--- config.mk ---
export PLATFORM = sky130hd
export DESIGN_NAME = timer_core
export DESIGN_NICKNAME = d
export VERILOG_FILES = /design/src/core/timer_pkg.sv /design/src/core/compare_channel.sv /design/src/core/timer_core.sv
export SDC_FILE = /design/constraint.sdc
export NUM_CORES = 1
export LEC_CHECK = 0
export BUFFER_PORTS_ARGS = -buffer_cell sky130_fd_sc_hd__buf_2
export CAP_MARGIN = 25
export CORE_ASPECT_RATIO = 0.9
export CORE_MARGIN = 2
export CORE_UTILIZATION = 40
export CTS_CLUSTER_DIAMETER = 80
export DETAILED_ROUTE_END_ITERATION = 10
export SETUP_SLACK_MARGIN = 0.5
export SLEW_MARGIN = 30
export SYNTH_ARGS = -nofsm -noshare
export SYNTH_HDL_FRONTEND = slang
export SYNTH_HIERARCHICAL = 1
export SYNTH_SLANG_ARGS = --single-unit
export TNS_END_PERCENT = 1
--- constraint.sdc ---
create_clock -name sys_clk -period 1.8 [get_ports sys_clk]
set_clock_uncertainty 0.2 [all_clocks]
set_input_delay 0.27 -clock sys_clk [delete_from_list [all_inputs] [get_ports sys_clk]]
set_output_delay 0.27 -clock sys_clk [all_outputs]
set_load 0.005 [all_outputs]
--- src/core/timer_pkg.sv ---
// Shared constants for the timer time base, compare channels and fault gate.
// Assumes a single 20 MHz system clock and an 8-bit word-aligned register port.
package timer_pkg;

  // ****************************************************************
  // Register offsets (byte addresses)
  // ****************************************************************
  localparam logic [7:0] OFS_CTRL = 8'h00;
  localparam logic [7:0] OFS_TRIG = 8'h04;
  localparam logic [7:0] OFS_CHCFG = 8'h08;
  localparam logic [7:0] OFS_CHEN = 8'h0C;
  localparam logic [7:0] OFS_STAT = 8'h10;
  localparam logic [7:0] OFS_COUNTER = 8'h24;
  localparam logic [7:0] OFS_DIVIDER = 8'h28;
  localparam logic [7:0] OFS_RELOAD = 8'h2C;
  localparam logic [7:0] OFS_SKIP = 8'h30;
  localparam logic [7:0] OFS_CCR [4] = '{8'h34, 8'h38, 8'h3C, 8'h40};
  localparam logic [7:0] OFS_FAULT = 8'h44;

  // ****************************************************************
  // Field positions
  // ****************************************************************
  localparam int BIT_RUN = 0;
  localparam int BIT_RELOAD_PRE = 1;
  localparam int BIT_CENTER = 2;
  localparam int BIT_SOFT_UPD = 0;
  localparam int BIT_GATE = 15;
  localparam int BIT_ARM = 14;
  localparam int BIT_POL = 13;
  localparam int BIT_FEN = 12;
  localparam int BIT_OFF_RUN = 11;
  localparam int BIT_OFF_IDLE = 10;
  localparam int BIT_LOCK_HI = 9;
  localparam int BIT_LOCK_LO = 8;
  localparam int BIT_DEADBAND_HI = 7;
  localparam int BIT_DIR = 8;

  // ****************************************************************
  // Reset values and counts
  // ****************************************************************
  localparam logic [15:0] COUNTER_RESET = 16'h0000;
  localparam logic [15:0] DIVIDER_RESET = 16'h0000;
  localparam logic [15:0] RELOAD_RESET = 16'hFFFF;
  localparam logic [7:0] SKIP_RESET = 8'h00;
  localparam logic [2:0] CTRL_RESET = 3'h0;
  localparam logic [7:0] CH_RESET = 8'h00;
  localparam logic [1:0] LOCK_OFF = 2'h0;
  localparam logic [1:0] LOCK_LEVEL2 = 2'h2;
  localparam int POL_DELAY_CYCLES = 1;

  // Count direction of the time base
  typedef enum logic {
    DIR_UP = 1'b0,
    DIR_DOWN = 1'b1
  } dir_t;

endpackage

--- src/core/compare_channel.sv ---
// One capture/compare channel: preload, active compare, capture latch.
// Assumes count and strobes come from the time base on the same clock.
module compare_channel
  import timer_pkg::*;
(
  input wire logic sys_clk,
  input wire logic rst,
  input wire logic wr,
  input wire logic [15:0] wdata,
  input wire logic update,
  input wire logic preload_en,
  input wire logic input_mode,
  input wire logic capture_en,
  input wire logic capture_event,
  input wire logic [15:0] count,
  output logic [15:0] readback,
  output logic ref_r
);

  // ****************************************************************
  // Storage
  // ****************************************************************
  logic [15:0] preload_r;
  logic [15:0] active_r;
  logic [15:0] capture_r;
  wire take_capture = input_mode && capture_en && capture_event;

  // Preload written by software
  always_ff @(posedge sys_clk) begin
    if (rst) begin
      preload_r <= COUNTER_RESET;
    end else if (wr) begin
      preload_r <= wdata;
    end
  end

  // Active compare: direct or at update
  always_ff @(posedge sys_clk) begin
    if (rst) begin
      active_r <= COUNTER_RESET;
    end else if (!input_mode && wr && !preload_en) begin
      active_r <= wdata;
    end else if (!input_mode && update && preload_en) begin
      active_r <= preload_r;
    end
  end

  // Counter latched on a capture event
  always_ff @(posedge sys_clk) begin
    if (rst) begin
      capture_r <= COUNTER_RESET;
    end else if (take_capture) begin
      capture_r <= count;
    end
  end

  // Compare result, high while count is below the compare value
  always_ff @(posedge sys_clk) begin
    if (rst) begin
      ref_r <= 1'b0;
    end else begin
      ref_r <= !input_mode && (count < active_r);
    end
  end

  // Input channels read the capture latch
  assign readback = input_mode ? capture_r : preload_r;

  // ****************************************************************
  // Checks
  // ****************************************************************
  cap_latch_a: assert property (@(posedge sys_clk) disable iff (rst)
    take_capture |=> (readback == $past(count)) || !input_mode)
    else $error("capture value not latched");

  cmp_direct_a: assert property (@(posedge sys_clk) disable iff (rst)
    (wr && !preload_en && !input_mode) |=> active_r == $past(wdata))
    else $error("direct compare load missed");

  cmp_ref_a: assert property (@(posedge sys_clk) disable iff (rst)
    !input_mode && (count < active_r) |=> ref_r)
    else $error("compare result wrong");

endmodule

--- src/core/timer_core.sv ---
// Timer time base, four compare channels and the fault output gate.
// Assumes synchronous inputs, one clock, and a master that never overlaps strobes.
//
// Notes on behaviour
// - Count tick fires once per active divider plus one input clocks.
// - Written divider moves into the active divider at every update event.
// - Period reload is a preload for the active reload; resets to FFFF.
// - Counter holds still while the active reload is zero.
// - Skip downcounter issues update at zero and reloads from the skip count.
// - New skip count takes effect only at the next skip reload or soft trigger.
// - Skip plus one counts periods, or half periods in center mode.
// - Compare value goes active at once without preload, else at update.
// - Each output channel compares its active value with the counter.
// - An input channel reads back the counter latched at its capture.
// - Active fault clears the main output gate without a clock edge.
// - Gate set by software or by auto-arm; acts on output channels only.
// - Gate clear idles outputs; gate set passes enabled outputs only.
// - With auto-arm, an update sets the gate if no fault is active.
// - Auto-arm and fault polarity are frozen at protection level one up.
// - Fault input is active low at polarity zero, high at one.
// - A new fault polarity acts one clock after the write.
// - Protection level is written once; any fault register write freezes it.
// - Fault input and clock failure are ignored unless fault enable is set.
module timer_core
  import timer_pkg::*;
(
  input wire logic sys_clk,
  input wire logic rst,
  input wire logic [7:0] addr,
  input wire logic [31:0] wdata,
  input wire logic wr_en,
  input wire logic rd_en,
  output logic [31:0] rdata,
  input wire logic fault_input,
  input wire logic clock_monitor,
  input wire logic [3:0] capture_event,
  output logic [3:0] compare_output,
  output logic [3:0] inverted_compare_output,
  output logic main_output_gate
);

  // ****************************************************************
  // Register decode
  // ****************************************************************
  wire wr_ctrl = wr_en && (addr == OFS_CTRL);
  wire wr_trig = wr_en && (addr == OFS_TRIG);
  wire wr_chcfg = wr_en && (addr == OFS_CHCFG);
  wire wr_chen = wr_en && (addr == OFS_CHEN);
  wire wr_cnt = wr_en && (addr == OFS_COUNTER);
  wire wr_psc = wr_en && (addr == OFS_DIVIDER);
  wire wr_arr = wr_en && (addr == OFS_RELOAD);
  wire wr_rep = wr_en && (addr == OFS_SKIP);
  wire wr_fault = wr_en && (addr == OFS_FAULT);
  wire soft_update_trigger = wr_trig && wdata[BIT_SOFT_UPD];

  // ****************************************************************
  // State
  // ****************************************************************
  logic [2:0] ctrl_r;
  logic [7:0] chcfg_r;
  logic [7:0] chen_r;
  logic [15:0] counter_value_r;
  logic [15:0] counter_value_nxt;
  logic [15:0] clock_divider_r;
  logic [15:0] divider_active_r;
  logic [15:0] divider_count_r;
  logic [15:0] period_reload_r;
  logic [15:0] reload_active_r;
  logic [7:0] update_skip_count_r;
  logic [7:0] skip_downcounter_r;
  dir_t dir_r;
  dir_t dir_nxt;
  logic auto_arm_r;
  logic fault_polarity_r;
  logic polarity_eff_r;
  logic fault_enable_r;
  logic [1:0] lock_r;
  logic lock_frozen_r;
  logic [1:0] off_state_r;
  logic [7:0] deadband_r;
  logic gate_nxt;
  logic [31:0] rd_mux;
  logic [3:0] ref_w;
  logic [15:0] readback_w [4];
  logic [3:0] out_nxt;
  logic [3:0] inv_nxt;

  // ****************************************************************
  // Fault detection
  // ****************************************************************
  // Polarity select, then enable gate; clock failure counts as fault
  wire fault_level = polarity_eff_r ? fault_input : !fault_input;
  wire fault_active = fault_enable_r && (fault_level || clock_monitor);

  // ****************************************************************
  // Time base
  // ****************************************************************
  wire run_en = ctrl_r[BIT_RUN];
  wire center_mode = ctrl_r[BIT_CENTER];
  wire divider_wrap = (divider_count_r == divider_active_r);
  wire count_tick = run_en && divider_wrap && (reload_active_r != 16'h0000);
  wire at_top = (counter_value_r >= reload_active_r);
  wire at_bottom = (counter_value_r == 16'h0000);
  // Turnaround: wrap in edge mode, each end in center mode
  wire turnaround = center_mode ? ((dir_r == DIR_UP) ? at_top : at_bottom) : at_top;
  wire period_event = count_tick && turnaround;
  wire skip_reload_event = period_event && (skip_downcounter_r == 8'h00);
  wire update_event = soft_update_trigger || skip_reload_event;

  // Prescaler counter, cleared by the soft trigger
  always_ff @(posedge sys_clk) begin
    if (rst || soft_update_trigger) begin
      divider_count_r <= DIVIDER_RESET;
    end else if (run_en) begin
      divider_count_r <= divider_wrap ? DIVIDER_RESET : divider_count_r + 16'h0001;
    end
  end

  // Next counter value and direction
  always_comb begin
    counter_value_nxt = counter_value_r;
    dir_nxt = dir_r;
    if (soft_update_trigger) begin
      counter_value_nxt = COUNTER_RESET;
      dir_nxt = DIR_UP;
    end else if (wr_cnt) begin
      counter_value_nxt = wdata[15:0];
    end else if (count_tick) begin
      if (!center_mode) begin
        counter_value_nxt = at_top ? COUNTER_RESET : counter_value_r + 16'h0001;
      end else if (dir_r == DIR_UP) begin
        counter_value_nxt = at_top ? counter_value_r - 16'h0001 : counter_value_r + 16'h0001;
        dir_nxt = at_top ? DIR_DOWN : DIR_UP;
      end else begin
        counter_value_nxt = at_bottom ? counter_value_r + 16'h0001 : counter_value_r - 16'h0001;
        dir_nxt = at_bottom ? DIR_UP : DIR_DOWN;
      end
    end
  end

  // Counter and direction registers
  always_ff @(posedge sys_clk) begin
    if (rst) begin
      counter_value_r <= COUNTER_RESET;
      dir_r <= DIR_UP;
    end else begin
      counter_value_r <= counter_value_nxt;
      dir_r <= dir_nxt;
    end
  end

  // Skip downcounter, reloaded only at its own reload or soft trigger
  always_ff @(posedge sys_clk) begin
    if (rst) begin
      skip_downcounter_r <= SKIP_RESET;
    end else if (soft_update_trigger || skip_reload_event) begin
      skip_downcounter_r <= update_skip_count_r;
    end else if (period_event) begin
      skip_downcounter_r <= skip_downcounter_r - 8'h01;
    end
  end

  // Active divider and active reload
  always_ff @(posedge sys_clk) begin
    if (rst) begin
      divider_active_r <= DIVIDER_RESET;
      reload_active_r <= RELOAD_RESET;
    end else begin
      if (update_event) begin
        divider_active_r <= clock_divider_r;
      end
      if (!ctrl_r[BIT_RELOAD_PRE] || update_event) begin
        reload_active_r <= period_reload_r;
      end
    end
  end

  // ****************************************************************
  // Plain software registers
  // ****************************************************************
  always_ff @(posedge sys_clk) begin
    if (rst) begin
      ctrl_r <= CTRL_RESET;
      chcfg_r <= CH_RESET;
      chen_r <= CH_RESET;
      clock_divider_r <= DIVIDER_RESET;
      period_reload_r <= RELOAD_RESET;
      update_skip_count_r <= SKIP_RESET;
    end else begin
      if (wr_ctrl) ctrl_r <= wdata[2:0];
      if (wr_chcfg) chcfg_r <= wdata[7:0];
      if (wr_chen) chen_r <= wdata[7:0];
      if (wr_psc) clock_divider_r <= wdata[15:0];
      if (wr_arr) period_reload_r <= wdata[15:0];
      if (wr_rep) update_skip_count_r <= wdata[7:0];
    end
  end

  // ****************************************************************
  // Fault control register
  // ****************************************************************
  // Protected fields; protection level itself is write-once
  always_ff @(posedge sys_clk) begin
    if (rst) begin
      auto_arm_r <= 1'b0;
      fault_polarity_r <= 1'b0;
      fault_enable_r <= 1'b0;
      deadband_r <= 8'h00;
      off_state_r <= 2'h0;
      lock_r <= LOCK_OFF;
      lock_frozen_r <= 1'b0;
    end else if (wr_fault) begin
      lock_frozen_r <= 1'b1;
      if (!lock_frozen_r) lock_r <= wdata[BIT_LOCK_HI:BIT_LOCK_LO];
      if (lock_r == LOCK_OFF) begin
        auto_arm_r <= wdata[BIT_ARM];
        fault_polarity_r <= wdata[BIT_POL];
        fault_enable_r <= wdata[BIT_FEN];
        deadband_r <= wdata[BIT_DEADBAND_HI:0];
      end
      if (lock_r < LOCK_LEVEL2) off_state_r <= wdata[BIT_OFF_RUN:BIT_OFF_IDLE];
    end
  end

  // Polarity acts one clock after it is written
  always_ff @(posedge sys_clk) begin
    if (rst) begin
      polarity_eff_r <= 1'b0;
    end else begin
      polarity_eff_r <= fault_polarity_r;
    end
  end

  // ****************************************************************
  // Main output gate
  // ****************************************************************
  // Auto-arm set wins over a software clear in the same cycle
  assign gate_nxt = (wr_fault ? wdata[BIT_GATE] : main_output_gate)
    || (update_event && auto_arm_r);

  // Cleared at once by an active fault
  always_ff @(posedge sys_clk or posedge fault_active) begin
    if (fault_active) begin
      main_output_gate <= 1'b0;
    end else if (rst) begin
      main_output_gate <= 1'b0;
    end else begin
      main_output_gate <= gate_nxt;
    end
  end

  // ****************************************************************
  // Channels
  // ****************************************************************
  genvar gi;
  generate
    for (gi = 0; gi < 4; gi++) begin : g_ch
      compare_channel u_ch (
        .sys_clk(sys_clk),
        .rst(rst),
        .wr(wr_en && (addr == OFS_CCR[gi])),
        .wdata(wdata[15:0]),
        .update(update_event),
        .preload_en(chcfg_r[2*gi+1]),
        .input_mode(chcfg_r[2*gi]),
        .capture_en(chen_r[2*gi]),
        .capture_event(capture_event[gi]),
        .count(counter_value_r),
        .readback(readback_w[gi]),
        .ref_r(ref_w[gi])
      );
      // Output only on output channels with gate and own enable
      assign out_nxt[gi] = main_output_gate && !chcfg_r[2*gi] && chen_r[2*gi]
        && ref_w[gi];
      assign inv_nxt[gi] = main_output_gate && !chcfg_r[2*gi] && chen_r[2*gi+1]
        && !ref_w[gi];
    end
  endgenerate

  // Registered pin outputs, idled at once by a fault
  always_ff @(posedge sys_clk or posedge fault_active) begin
    if (fault_active) begin
      compare_output <= 4'h0;
      inverted_compare_output <= 4'h0;
    end else if (rst) begin
      compare_output <= 4'h0;
      inverted_compare_output <= 4'h0;
    end else begin
      compare_output <= out_nxt;
      inverted_compare_output <= inv_nxt;
    end
  end

  // ****************************************************************
  // Read path
  // ****************************************************************
  // Read mux, upper bits zero
  always_comb begin
    rd_mux = 32'h0000_0000;
    case (addr)
      OFS_CTRL: rd_mux[2:0] = ctrl_r;
      OFS_CHCFG: rd_mux[7:0] = chcfg_r;
      OFS_CHEN: rd_mux[7:0] = chen_r;
      OFS_STAT: rd_mux[BIT_DIR:0] = {dir_r, skip_downcounter_r};
      OFS_COUNTER: rd_mux[15:0] = counter_value_r;
      OFS_DIVIDER: rd_mux[15:0] = clock_divider_r;
      OFS_RELOAD: rd_mux[15:0] = period_reload_r;
      OFS_SKIP: rd_mux[7:0] = update_skip_count_r;
      OFS_CCR[0]: rd_mux[15:0] = readback_w[0];
      OFS_CCR[1]: rd_mux[15:0] = readback_w[1];
      OFS_CCR[2]: rd_mux[15:0] = readback_w[2];
      OFS_CCR[3]: rd_mux[15:0] = readback_w[3];
      OFS_FAULT: rd_mux[15:0] = {main_output_gate, auto_arm_r, fault_polarity_r,
        fault_enable_r, off_state_r, lock_r, deadband_r};
      default: rd_mux = 32'h0000_0000;
    endcase
  end

  // Read data stand for one cycle only
  always_ff @(posedge sys_clk) begin
    if (rst) begin
      rdata <= 32'h0000_0000;
    end else begin
      rdata <= rd_en ? rd_mux : 32'h0000_0000;
    end
  end

  // ****************************************************************
  // Checks
  // ****************************************************************
  tick_rate_a: assert property (@(posedge sys_clk) disable iff (rst)
    count_tick |-> divider_count_r == divider_active_r && $past(divider_count_r)
      != divider_active_r || divider_active_r == 16'h0000 || $past(soft_update_trigger)
      || $past(update_event))
    else $error("tick off prescaler period");

  divider_load_a: assert property (@(posedge sys_clk) disable iff (rst)
    update_event |=> divider_active_r == $past(clock_divider_r))
    else $error("divider not loaded at update");

  zero_hold_a: assert property (@(posedge sys_clk) disable iff (rst)
    (reload_active_r == 16'h0000 && !wr_cnt && !soft_update_trigger)
      |=> $stable(counter_value_r))
    else $error("counter moved with zero reload");

  skip_reload_a: assert property (@(posedge sys_clk) disable iff (rst)
    (period_event && skip_downcounter_r == 8'h00 && !soft_update_trigger)
      |-> update_event ##1 skip_downcounter_r == $past(update_skip_count_r))
    else $error("skip reload missed");

  skip_hold_a: assert property (@(posedge sys_clk) disable iff (rst)
    (wr_rep && !period_event && !soft_update_trigger) |=> $stable(skip_downcounter_r))
    else $error("skip count applied early");

  gate_fault_a: assert property (@(posedge sys_clk) disable iff (rst)
    fault_active |-> !main_output_gate && compare_output == 4'h0)
    else $error("gate open during fault");

  idle_out_a: assert property (@(posedge sys_clk) disable iff (rst)
    !$past(main_output_gate) |-> compare_output == 4'h0 && inverted_compare_output == 4'h0)
    else $error("output driven with gate clear");

  auto_arm_a: assert property (@(posedge sys_clk) disable iff (rst)
    (update_event && auto_arm_r && !fault_active) ##1 !fault_active |-> main_output_gate)
    else $error("auto-arm did not set gate");

  lock_keep_a: assert property (@(posedge sys_clk) disable iff (rst)
    (wr_fault && lock_r != LOCK_OFF) |=> $stable(auto_arm_r) && $stable(fault_polarity_r))
    else $error("protected bit changed");

  pol_delay_a: assert property (@(posedge sys_clk) disable iff (rst)
    $changed(fault_polarity_r) |-> polarity_eff_r != fault_polarity_r
      ##1 polarity_eff_r == fault_polarity_r)
    else $error("polarity delay wrong");

  lock_once_a: assert property (@(posedge sys_clk) disable iff (rst)
    lock_frozen_r |=> $stable(lock_r))
    else $error("protection level rewritten");

  fault_off_a: assert property (@(posedge sys_clk) disable iff (rst)
    !fault_enable_r |-> !fault_active)
    else $error("fault acted while disabled");

  skip_update_c: cover property (@(posedge sys_clk) disable iff (rst)
    skip_reload_event && update_skip_count_r != 8'h00);
  fault_clear_c: cover property (@(posedge sys_clk) disable iff (rst)
    $past(main_output_gate) && fault_active);
  auto_arm_c: cover property (@(posedge sys_clk) disable iff (rst)
    !main_output_gate ##1 main_output_gate && !$past(wr_fault));
  center_turn_c: cover property (@(posedge sys_clk) disable iff (rst)
    center_mode && period_event && dir_r == DIR_DOWN);

endmodule

-- After elaboration in Yosys (flattened, before gate mapping)
Cells that the tools add are included.
- input bits: 50
- register bits after elaboration: 386
- word-level logic and storage cells: 208
- output and inout bits: 41
- eq/ne operators: 14
- reductions and logical operators: 104
- bitwise operators: 3
- mux-type cells: 36
- order comparisons: 6
- add/subtract/negate cells: 4
- operator list (kind ; number):
    $mux W16 ; 20
    $logic_and A1 B1 Y1 ; 68
    $lt A16 B16 Y1 ; 4
    $pmux W5 S12 ; 1
    $eq A8 B6 Y1 const B ; 7
    $pmux W7 S8 ; 1
    $pmux W3 S13 ; 1
    $add A16 B1 Y16 const B ; 2
    $eq A16 B16 Y1 ; 1
    $eq A8 B4 Y1 const B ; 2
    $eq A8 B7 Y1 const B ; 2
    $ge A16 B16 Y1 ; 1
    $logic_not A16 Y1 ; 1
    $logic_not A8 Y1 ; 2
    $mux W8 ; 2
    $reduce_bool A16 Y1 ; 1
    $sub A16 B1 Y16 const B ; 1
    $logic_not A1 Y1 ; 14
    $reduce_bool A2 Y1 ; 6
    $pmux W1 S9 ; 1
    $eq A8 B3 Y1 const B ; 1
    $eq A8 B5 Y1 const B ; 1
    $mux W1 ; 8
    $mux W4 ; 2
    other kinds (8) ; 17

-- Logic depth before layout (Yosys ltp)
Gate-level depths: netlist of the first run.
- depth in word-level cells: 10
- depth in mapped cells: 16
- depth with buffers taken out: 12

-- By module
The synthesis of the first run kept the hierarchy.
- modules (own cells, without submodules) (module ; cells an instance ; sequential area each (um^2) ; instances ; area an instance (um^2)):
    compare_channel ; 266 ; 980.9 ; 4 ; 2423.6
    timer_core ; 1170 ; 3528.4 ; 1 ; 9257.6

-- Worst setup path after synthesis of the first run
Ideal clock, no wire load.
- kind: reg-to-reg
- start: register counter_value_r[0]
- end: register g_ch[0].u_ch.active_r[0]
- required time: 1462 ps
- setup slack: -2017 ps
- cell stages (with the launch flop): 17
- library setup time: 138 ps
- clock period less this slack: 3817 ps
- arrival: 3479 ps
- buffers on the path: 4
- cell sequence: dfxtp_1 -> clkbuf_1 -> inv_1 -> ha_1 -> nand2b_1 -> a2111oi_0 -> or4_4 -> nand4_2 -> and3_1 -> buf_4 -> a21boi_1 -> inv_1 -> nand3b_1 -> buf_6 -> buf_8 -> mux2i_1 -> a211oi_1
- word-level cells in the longest chain between the ends: 9
- elaborated cells between the ends (all ways): 10
- classes of those cells: order compare (1); mux (2); reduce/logical (7)
- ends and longest elaborated chain (element ; line ; RTL):
    from (decl) ; timer_core.sv:62 ; logic [15:0] counter_value_r;
    from (signal assigned) ; timer_core.sv:147 ; counter_value_r <= counter_value_nxt;
    $ge A16 B16 Y1 / $logic_not A16 Y1 (equally long branches) ; timer_core.sv:102, timer_core.sv:103 ;
    $mux W1 ; timer_core.sv:105 ; wire turnaround = center_mode ? ((dir_r == DIR_UP) ? at_top : at_bottom) : at_top;
    $mux W1 (*) ; timer_core.sv:105 ;
    $logic_and A1 B1 Y1 (*) ; timer_core.sv:106 ; wire period_event = count_tick && turnaround;
    $logic_and A1 B1 Y1 (*) ; timer_core.sv:107 ; wire skip_reload_event = period_event && (skip_downcounter_r == 8'h00);
    $logic_or A1 B1 Y1 (*) ; timer_core.sv:108 ; wire update_event = soft_update_trigger || skip_reload_event;
    named net update_event ; timer_core.sv:108 ;
    $logic_and A1 B1 Y1 (*) (2 in series) ; compare_channel.sv:43 ; end else if (!input_mode && update && preload_en) begin
    $reduce_bool A2 Y1 (no line) (*) ; -- ;
    to (signal assigned) ; compare_channel.sv:42 ; active_r <= wdata;
    to (signal assigned) ; compare_channel.sv:44 ; active_r <= preload_r;
    to (decl) ; compare_channel.sv:24 ; logic [15:0] active_r;
The timed path passes the listed nets; every way through them passes the cells marked *.
A chain may end at the register's enable or synchronous reset.

-- Worst setup path after layout of the first run
- start: register counter_value_r[8]
- end: register g_ch[2].u_ch.active_r[12]
- word-level cells in the longest chain between the ends: 9
- elaborated cells between the ends (all ways): 10
- classes of those cells: order compare (1); mux (2); reduce/logical (7)
- ends and longest elaborated chain (element ; line):
    $ge A16 B16 Y1 / $logic_not A16 Y1 (equally long branches) ; timer_core.sv:102, timer_core.sv:103
    $mux W1 ; timer_core.sv:105
    $mux W1 (*) ; timer_core.sv:105
    $logic_and A1 B1 Y1 (*) ; timer_core.sv:106
    $logic_and A1 B1 Y1 (*) ; timer_core.sv:107
    $logic_or A1 B1 Y1 (*) ; timer_core.sv:108
    named net update_event ; timer_core.sv:108
    $logic_and A1 B1 Y1 (*) (2 in series) ; compare_channel.sv:43
    $reduce_bool A2 Y1 (no line) (*) ; --
    to (signal assigned) ; compare_channel.sv:42
    to (signal assigned) ; compare_channel.sv:44
    to (decl) ; compare_channel.sv:24
Marks and branches as above.

==> results.yml, run 1 <==
run_status:
  outcome: "finished with violations"
  failing_checks: "setup timing"
finish:
  layout.filler_cells: 4181
  fin_area_sq_mm: 0.02536
  nets: 2697
  diodes: 0
  final_core_util_pct: 54.26
  syn_to_final_growth_pct: 33.80
  post_route_cells_drive_above_1_share_pct: 30.67
place:
  placed_cell_area_sq_mm: 0.02243
  dp_hpwl_mm: 50.73
  buffer_ports.inserted: 58
  gpl.final_weighted_congestion: 0.9658
drt:
  detailroute.via_count: 18279
  wirelength_mm: 73.50
  vias_per_cell: 5.686
  drc_markers: 0
  first_pass_iters: 5
  postRouteAntennaNets: 0
  wire_per_inst_microns: 22.86
  drt_iter0_markers: 1828
synthesis:
  yosysTopAreaCellShare_pct: 38.13
  synth.cells.most_frequent: "dfxtp_1 (361), nand2_1 (318), nor2_1 (248)"
  post_synth_edffs: 0
  avgSynthCellArea_sq_um: 8.483
  ys_async_sr_fraction_pct: 2.432
  synthCells: 2234
  post_synth_num_cell_types: 76
  synth.cell_area_sq_mm: 0.01895
  synthesis_stage_register_bit_count: 370
  yosys.cell_count.top_type: "dfxtp_1"
  synth_top_cells_by_area: "dfxtp_1 (38%), mux2i_1 (9.8%), nand2_1 (6.3%)"
  ys_seq_area_share_pct: 39.32
  dominantRegCellSynth: "dfxtp_1"
  synth_largest_area_cell: "dfxtp_1"
  synth_warnings: 6
clocking:
  ctsRootBufferMaster: "clkbuf_16"
  worst_setup_hold_path_clk_slew_ns: 0.07
  numCtsBuffers: 40
  cts.path.max_buffers: 3
  worstSkewPairLatency_ns: 0.59
  htreeDepth: 2
  cts_tree: "built"
  clock_sinks: 370
sta:
  hold_viol_final: 0
  setup_viol: 142
  min_period_ns: 3.080
  timing.final.ws_setup_ns: -1.280
  rsz0062_at_grt: "yes"
  tightest_slew_ns: 0.6297
  finalCritPeriodShare_pct: 171.1
  slew_violations: 0
  max_clock_freq_ghz: 0.3247
  slew_headroom_pct: 58.02
grt:
  grt_pass1_wl_mm: 108.6
  global_route_usage_over_all_layers_pct: 29.58
  globalRouteMet1Util_pct: 40.82
  groute.layer.met3.usage_pct: 6.345
  remaining_global_route_overflow: 0
  top_usage_layer: "met2"
  grtUsageMet2_pct: 44.41
  grt_antenna_before_repair: 2
  grt_pass1_vias: 17506
  grt_max_degree: 96
floorplan:
  placement_rows: 75
  core_area_sq_mm: 0.04673
  die-width_microns: 233.4
  floorplan.initialDensity_pct: 40.55
  dieArea_sq_mm: 0.04914
  chipHeight_microns: 210.5
  top_level_ports: 91
setup_path:
  setup.worst_path.class: "reg2reg"
  worst_setup_path_end_kind: "flip-flop"
  crit_fanout: 16
  cp.required_ns: 2.07
  cp.arrival_ns: 3.35
  crit_path_start_kind: "flip-flop"
worst_hold_path:
  timing.hold.worst.class: "in2reg"
flow_run:
  max-cap-violations: 0
pwr:
  worst_ir_drop_vdd_mv: 0.5482
  cellLeakagePower_nw: 10.56
  report.power.total_mw: 17.64
  cellPowerDensity_mw_per_mm2: 695.5
==> registers in the layout (all words and copies together), names as in the netlist, 16 cells and up <==
register,flops
g_ch.u_ch/active_r,64
g_ch.u_ch/capture_r,64
g_ch.u_ch/preload_r,64
clock_divider_r,16
counter_value_r,16
divider_active_r,16
divider_count_r,16
period_reload_r,16
rdata,16
reload_active_r,16
==> logic make-up after synthesis <==
group / count (synthesis) / share of synthesized area (%)
other: 1 / 0.01979
XOR/XNOR: 41 / 1.895
buffers and inverters: 265 / 6.477
adder cells (fa/ha/maj): 80 / 5.282
AND/OR/NAND/NOR: 756 / 17.44
flip-flops: 370 / 39.32
AO/OA/AOI/OAI: 469 / 15.81
multiplexers: 252 / 13.75
==> where the power goes <==
part	switching (mW)	internal [mW]	total, mW
Sequential	0.0141	8.20	8.21
Combinational	0.641	0.340	0.980
Clock	3.59	4.85	8.44
Total	4.25	13.4	17.6
==> layer usage <==
layer	vias up	wire length, microns
li1	8489	-
met1	8797	31860
met2	812	31080
met3	181	6796
met4	0	3766
met5	-	0
==> cell type report <==
type / instances / area [sq um] / area share (%)
Clock inverter: 14 / 112.6 / 0.4441
Tap cell: 616 / 770.7 / 3.040
Sequential cell: 370 / 7510 / 29.62
Timing Repair Buffer: 436 / 3906 / 15.41
Inverter: 105 / 401.6 / 1.584
Clock buffer: 60 / 1219 / 4.806
Multi-Input combinational cell: 1614 / 11440 / 45.11
==> per-stage QoR <==
stage                     TNS (ns)  setup WS, ns  hold WS [ns]  instances
final                      -141.64        -1.280       0.01793       3215
after global routing       -156.08        -1.379       0.01124       3215
after CTS                  -142.24        -1.301     0.0006047       3215
after detailed placement   -234.72        -1.432       0.08366       3120
after global placement     -230.16        -1.335       0.06726       3120
after floorplan            -183.78        -1.367       0.02025       2249
==> cell usage in the layout (no fill, tap or decap), types with 16 or more instances in the layout <==
master and count:
o21ai_0 37, mux2i_1 173, nand2_1 257, conb_1 16
nand2_2 56, ha_1 71, a211oi_1 66, dfxtp_1 331
nand4_1 27, a21oi_1 180, nand3_1 40, buf_6 40
nor3_1 20, nor2_1 234, xor2_1 23, mux2_2 62
dfxtp_2 22, dlygate4sd3_1 20, buf_2 51, buf_4 276
buf_12 39, o211ai_1 17, a31oi_1 18, inv_1 96
clkbuf_16 42
==> critical path, stage by stage, from the launching register on <==
cell and delay (ns):
dfxtp_1 0.36, ha_1 0.30, nand2_1 0.05, or3_4 0.37
or4_4 0.51, nand4_4 0.08, and3_4 0.21, a21boi_4 0.06
clkinv_4 0.12, nand3b_1 0.13, buf_12 0.19, mux2i_1 0.13
a211oi_1 0.24
==> repair_timing <==
| item | CTS | global route |
|---|---|---|
| hold buffers | 21 | 0 |
| hold endpoints to repair | 49 | 0 |
| setup buffers | 0 | 0 |
| endpoints found under the setup margin | 391 | 391 |
| cloned | 0 | 0 |
| pin swaps | 160 | 101 |
| resized for setup | 238 | 129 |
==> path summary, 6_finish.rpt <==
path | start | endpoint | slack [ns] | depth (start not counted)
setup / recovery | counter_value_r[8] | g_ch[2].u_ch/active_r[12] | -1.28 | 12
hold / removal | capture_event[0] | g_ch[0].u_ch/capture_r[5] | 0.02 | 5
setup reg to reg | counter_value_r[8] | g_ch[2].u_ch/active_r[12] | -1.28 | 12
hold reg to reg | fault_enable_r | compare_output[0] | 0.11 | 2
max in group asynchronous | fault_input | main_output_gate | 0.94 | 5
min in group asynchronous | fault_enable_r | compare_output[0] | 0.11 | 2
(Power assumes the default switching activity.)
==> inputs of run 2 (changes only) <==
CELL_PAD_IN_SITES_DETAIL_PLACEMENT = 0   (was default)
CELL_PAD_IN_SITES_GLOBAL_PLACEMENT = 1   (was default)
PLACE_DENSITY_LB_ADDON = 0.1   (was default)
==> results.yml, run 2 (synthesis gave the netlist of run 1 again) <==
run_status:
  outcome: "finished with violations"
  failing_checks: "hold timing, setup timing"
place:
  placed_cell_area_sq_mm: 0.02296
  buffer_ports.inserted: 58
  gpl.final_weighted_congestion: 0.9141
  dp_hpwl_mm: 53.49
  place_inst: 3169
floorplan:
  chipHeight_microns: 210.5
  top_level_ports: 91
  dieArea_sq_mm: 0.04914
  placement_rows: 75
  floorplan.initialDensity_pct: 40.55
  core_area_sq_mm: 0.04673
  die-width_microns: 233.4
clocking:
  htreeDepth: 2
  cts.path.max_buffers: 3
  clock_sinks: 370
  cts_post_setup_buffers_inserted: 0
  ctsRootBufferMaster: "clkbuf_16"
  numCtsBuffers: 44
  cts_tree: "built"
  worst_setup_hold_path_clk_slew_ns: 0.06
  worstSkewPairLatency_ns: 0.57
sta:
  timing.final.ws_setup_ns: -1.288
  min_period_ns: 3.088
  slew_headroom_pct: 58.96
  finalCritPeriodShare_pct: 171.6
  fin_worst_hold_slack_ns: -0.0002799
  hold_viol_final: 1
  setup_viol: 142
  tightest_slew_ns: 0.6133
  max_clock_freq_ghz: 0.3238
  rsz0062_at_grt: "yes"
  slew_violations: 0
drt:
  route.layer.met1.wl_mm: 35.21
  detailroute.wirelength.met3_mm: 5.944
  postRouteAntennaNets: 0
  drt_iter0_markers: 1684
  vias_per_cell: 5.544
  wl_met2_mm: 31.95
  detailroute.via_count: 18167
  drc_markers: 0
  wire_per_inst_microns: 23.30
  first_pass_iters: 5
  wirelength_mm: 76.34
  top_signal_layer_used: "met5"
grt:
  remaining_global_route_overflow: 0
  grt_pass1_vias: 17536
  grt_max_degree: 98
  grt_antenna_before_repair: 3
  grt_pass1_wl_mm: 112.1
  global_route_usage_over_all_layers_pct: 30.96
setup_path:
  cp.required_ns: 2.09
  cp.arrival_ns: 3.38
  crit_path_cell_trace: "inv_2, ha_4, nand4_1, or3_4, or4_4, buf_4, nand3_2, buf_6, o21ai_4, buf_12, buf_4, o31ai_4, a21oi_1, a21oi_1"
  critPathMaxStageDelay_ns: 0.51
  crit_path_start_kind: "flip-flop"
  worst_setup_path_end_kind: "flip-flop"
  setup.worst_path.class: "reg2reg"
  crit_fanout: 8
  slowest_stage: "or4_4"
worst_hold_path:
  timing.hold.worst.class: "in2reg"
finish:
  most-common-layout-cells: "dfxtp_1 (337), buf_4 (317), nand2_1 (257), nor2_1 (231), mux2i_1 (180)"
  layout_commonest_cell: "dfxtp_1"
  post_route_cells_drive_above_1_share_pct: 30.90
  syn_to_final_growth_pct: 36.66
  biggestRegsByFlops: "g_ch.u_ch/active_r (64), g_ch.u_ch/capture_r (64), g_ch.u_ch/preload_r (64)"
  layout.filler_cells: 4313
  fin_area_sq_mm: 0.02590
  nets: 2758
  layout.cells.non_filler: 3277
flow_run:
  max-cap-violations: 0
pwr:
  report.power.total_mw: 18.09
  cellPowerDensity_mw_per_mm2: 698.4
  cellLeakagePower_nw: 10.95
  worst_ir_drop_vdd_mv: 0.7564
run 2: cell type report:
type	instances	area, sq um	area share (%)
antenna	1	2.502	0.009662
clock inverter	10	62.56	0.2415
multi-input combinational	1614	11330	43.73
clock buffer	68	1333	5.145
sequential	370	7500	28.96
timing repair buffer	493	4503	17.39
tap	616	770.7	2.976
inverter	105	401.6	1.551
run 2: critical path: cells and delay by family, from the launching register on:
| kind | cells | cell delay, ns |
|---|---|---|
| DFF | 1 | 0.33 |
| adders and majority gates | 1 | 0.25 |
| buffers and inverters | 5 | 0.60 |
| and+or+nand+nor | 4 | 1.08 |
| AOI/OAI and AO/OA | 4 | 0.54 |
run 2: report_power, final:
part	switching (mW)	internal, mW
logic	0.674	0.387
registers	0.0170	8.20
clock network	3.73	5.08
run 2: what timing repair did:
item / CTS / global route
setup endpoints to repair: 393 / 381
resized for setup: 207 / 130
pin swaps: 143 / 98
hold buffers: 28 / 1
cloned: 0 / 0
endpoints found under the hold margin: 98 / 3
run 2: routing by layer:
metal | global-route usage, % | vias to the layer above
met5 | 0 | -
met4 | 12.79 | 2
met3 | 6.791 | 143
met2 | 45.02 | 608
met1 | 44.06 | 8789
li1 | - | 8625
run 2: path summary, 6_finish.rpt:
check | from | endpoint | cells after the start | slack [ns]
min in group asynchronous | fault_enable_r | compare_output[2] | 2 | 0.16
hold reg to reg | fault_enable_r | compare_output[2] | 2 | 0.16
setup reg to reg | reload_active_r[13] | counter_value_r[8] | 14 | -1.29
setup / recovery | reload_active_r[13] | counter_value_r[8] | 14 | -1.29
hold / removal | rst | g_ch[1].u_ch/ref_r | 4 | -0.0003
max in group asynchronous | fault_input | compare_output[0] | 5 | 0.88
run 2: stage by stage:
stage          util, %  setup WS [ns]  TNS (ns)
6_report         55.42         -1.288   -144.33
4_1_cts          54.33         -1.312   -147.31
2_1_floorplan        -         -1.367   -183.78
3_5_place_dp     49.13         -1.447   -240.61
3_3_place_gp     49.13         -1.359   -233.37
5_1_grt          55.42         -1.410   -159.55
==> inputs of run 3 (changes only) <==
ABC_AREA = 1   (was default)
==> results.yml, run 3 <==
finish:
  biggestRegsByFlops: "g_ch.u_ch/active_r (64), g_ch.u_ch/capture_r (64), g_ch.u_ch/preload_r (64)"
  nets: 3320
  syn_to_final_growth_pct: 40.68
  most-common-layout-cells: "nand2_1 (502), buf_4 (327), dfxtp_1 (324), inv_1 (291), a21oi_1 (235)"
  layout_commonest_cell: "nand2_1"
  post_route_cells_drive_above_1_share_pct: 30.20
  layout.cells.non_filler: 3848
synthesis:
  synth_top_cells_by_area: "dfxtp_1 (37%), nand2_1 (11%), a21oi_1 (6.5%)"
  synth.cell_area_sq_mm: 0.01949
  ys_async_sr_fraction_pct: 2.432
  yosysTopAreaCellShare_pct: 37.08
  ys_seq_area_share_pct: 38.24
  yosys.cell_count.top_type: "nand2_1"
  synth_largest_area_cell: "dfxtp_1"
  post_synth_num_cell_types: 51
  synthesis_stage_register_bit_count: 370
  synth.cells.most_frequent: "nand2_1 (573), dfxtp_1 (361), inv_1 (324)"
  avgSynthCellArea_sq_um: 7.054
  post_synth_edffs: 0
  synth_warnings: 6
  synthCells: 2763
  dominantRegCellSynth: "dfxtp_1"
grt:
  grt_antenna_before_repair: 1
  grt_pass1_wl_mm: 121.1
  grt_max_degree: 76
  grt_pass1_vias: 19380
  remaining_global_route_overflow: 0
  global_route_usage_over_all_layers_pct: 32.21
place:
  dp_hpwl_mm: 57.32
  place_inst: 3710
  gpl.final_weighted_congestion: 0.9578
  buffer_ports.inserted: 58
flow_run:
  max-cap-violations: 0
pwr:
  power_frac_clock_pct: 50.4
  share_comb_of_total_power_pct: 5.2
  report.power.total_mw: 18.46
  worst_ir_drop_vdd_mv: 0.7414
  cellInternalPower_mw: 14.09
  switching_share_pct: 23.68
  sequentialPowerShare_pct: 44.4
  cellPowerDensity_mw_per_mm2: 673.2
  switchingPower_mw: 4.371
  cellLeakagePower_nw: 11.44
sta:
  tightest_slew_ns: 0.7131
  hold_viol_final: 0
  finalCritPeriodShare_pct: 148.3
  rsz0062_at_grt: "yes"
  min_period_ns: 2.669
  max_clock_freq_ghz: 0.3746
  timing.final.ws_setup_ns: -0.8692
  fin_setup_tns_ns: -85.15
  setup_viol: 144
  slew_violations: 0
  fin_worst_hold_slack_ns: 0.02739
  slew_headroom_pct: 51.96
drt:
  wirelength_mm: 83.11
  vias_per_cell: 5.453
  first_pass_iters: 6
  detailroute.via_count: 20982
  drt_iter0_markers: 2297
  wire_per_inst_microns: 21.60
  postRouteAntennaNets: 0
  drc_markers: 0
run_status:
  outcome: "finished with violations"
  failing_checks: "setup timing"
setup_path:
  crit_family: "simple AND/OR/NAND/NOR gates"
  cp.required_ns: 2.05
  cp.arrival_ns: 2.92
  crit_path_start_kind: "flip-flop"
  worst_setup_path_end_kind: "flip-flop"
  crit_fanout: 8
  slowest_stage: "dfxtp_2"
  timing.critical_path.buf_inv: 4
  setup.worst_path.class: "reg2reg"
  critPathMaxStageDelay_ns: 0.33
  crit_path_cell_trace: "inv_2, ha_4, nand2_2, nor2_2, nor2_1, nand2_1, nand2_1, nand2_1, nand2_2, nand3_4, nand3_4, nand2_4, nand2_4, clkinvlp_4, buf_12, nand3_4, nand2_4, clkinv_8, a21oi_2, nor2_1"
floorplan:
  placement_rows: 76
  die-width_microns: 236.7
  top_level_ports: 91
  floorplan.initialDensity_pct: 40.59
  core_area_sq_mm: 0.04802
  chipHeight_microns: 213.4
  dieArea_sq_mm: 0.05051
clocking:
  cts.path.max_buffers: 3
  clock_sinks: 370
  ctsRootBufferMaster: "clkbuf_16"
  htreeDepth: 2
  numCtsBuffers: 44
  cts_tree: "built"
  worstSkewPairLatency_ns: 0.59
  worst_setup_hold_path_clk_slew_ns: 0.06
worst_hold_path:
  timing.hold.worst.class: "in2reg"
-- run 3: cell count changes in the layout (fill, tap and decap cells not counted), sizes merged, moves of 67 or more --
cell   change
nand2    +269
o21ai    +247
inv      +240
mux2i    -185
nand3     +70
a21oi     +68
mux2      -67
-- run 3: kinds of logic after synthesis --
| kind of cell | synth area share (%) |
|---|---|
| DFF | 38.24 |
| other | 0.01924 |
| buffers and inverters | 11.10 |
| AOI/OAI and AO/OA | 20.07 |
| and+or+nand+nor | 23.68 |
| adders and majority gates | 5.136 |
| xor gates and xnor gates | 1.753 |
-- run 3: layer usage --
layer | wire [microns] | GRT usage [%] | vias to the layer above
li1 | - | - | 10046
met4 | 3376 | 12.99 | 0
met1 | 36980 | 44.63 | 10014
met5 | 0 | 0 | -
met2 | 37120 | 51.46 | 762
met3 | 5627 | 3.643 | 160
-- run 3: cell type report --
type | instances | area (sq um)
Antenna cell | 2 | 5.005
Clock buffer | 64 | 1339
Clock inverter | 14 | 158.9
Fill cell | 4510 | 20600
Inverter | 355 | 1440
Multi-Input combinational cell | 1906 | 11460
Sequential cell | 370 | 7531
Tap cell | 624 | 780.7
Timing Repair Buffer | 512 | 4692
Timing Repair inverter | 1 | 8.758
-- run 3: tightest hold or removal path: stages --
cell and delay [ns]:
buf_2 0.14, buf_12 0.16, o21ai_1 0.13, a21oi_1 0.06
-- run 3: worst paths after layout --
kind                                            end  slack [ns]  cells past startpoint               start
setup / recovery           g_ch[0].u_ch/active_r[1]       -0.87                     20  reload_active_r[1]
hold / removal             g_ch[1].u_ch/active_r[6]        0.03                      4            wdata[6]
setup reg to reg           g_ch[0].u_ch/active_r[1]       -0.87                     20  reload_active_r[1]
hold reg to reg                    main_output_gate        0.07                      2      fault_enable_r
max in group asynchronous         compare_output[0]        0.89                      5         fault_input
min in group asynchronous          main_output_gate        0.07                      2      fault_enable_r
-- run 3: power groups by stage --
stage | clock network [mW] | logic [mW] | registers (mW)
after floorplan | 0 | 0.274 | 8.38
after global placement | 0 | 0.757 | 8.39
after detailed placement | 0 | 0.759 | 8.39
after CTS | 9.42 | 0.889 | 8.20
after global routing | 9.78 | 0.989 | 8.20
final | 9.30 | 0.960 | 8.20
-- run 3: repair_timing --
item	CTS	global route
setup buffers	12	4
setup endpoints to repair	392	391
endpoints found under the hold margin	128	4
pin swaps	97	75
resized for setup	331	210
gates cloned	7	1
hold buffers	30	4
-- run 3: stage by stage --
step | utilization [%] | cell area [sq um] | worst slack, ns
global placement | 49.05 | 23560 | -0.9914
detailed placement | 49.05 | 23560 | -1.030
global route | 57.09 | 27410 | -1.029
finish | 57.10 | 27420 | -0.8692
CTS | 55.49 | 26650 | -0.8104
floorplan | - | 19770 | -0.7863
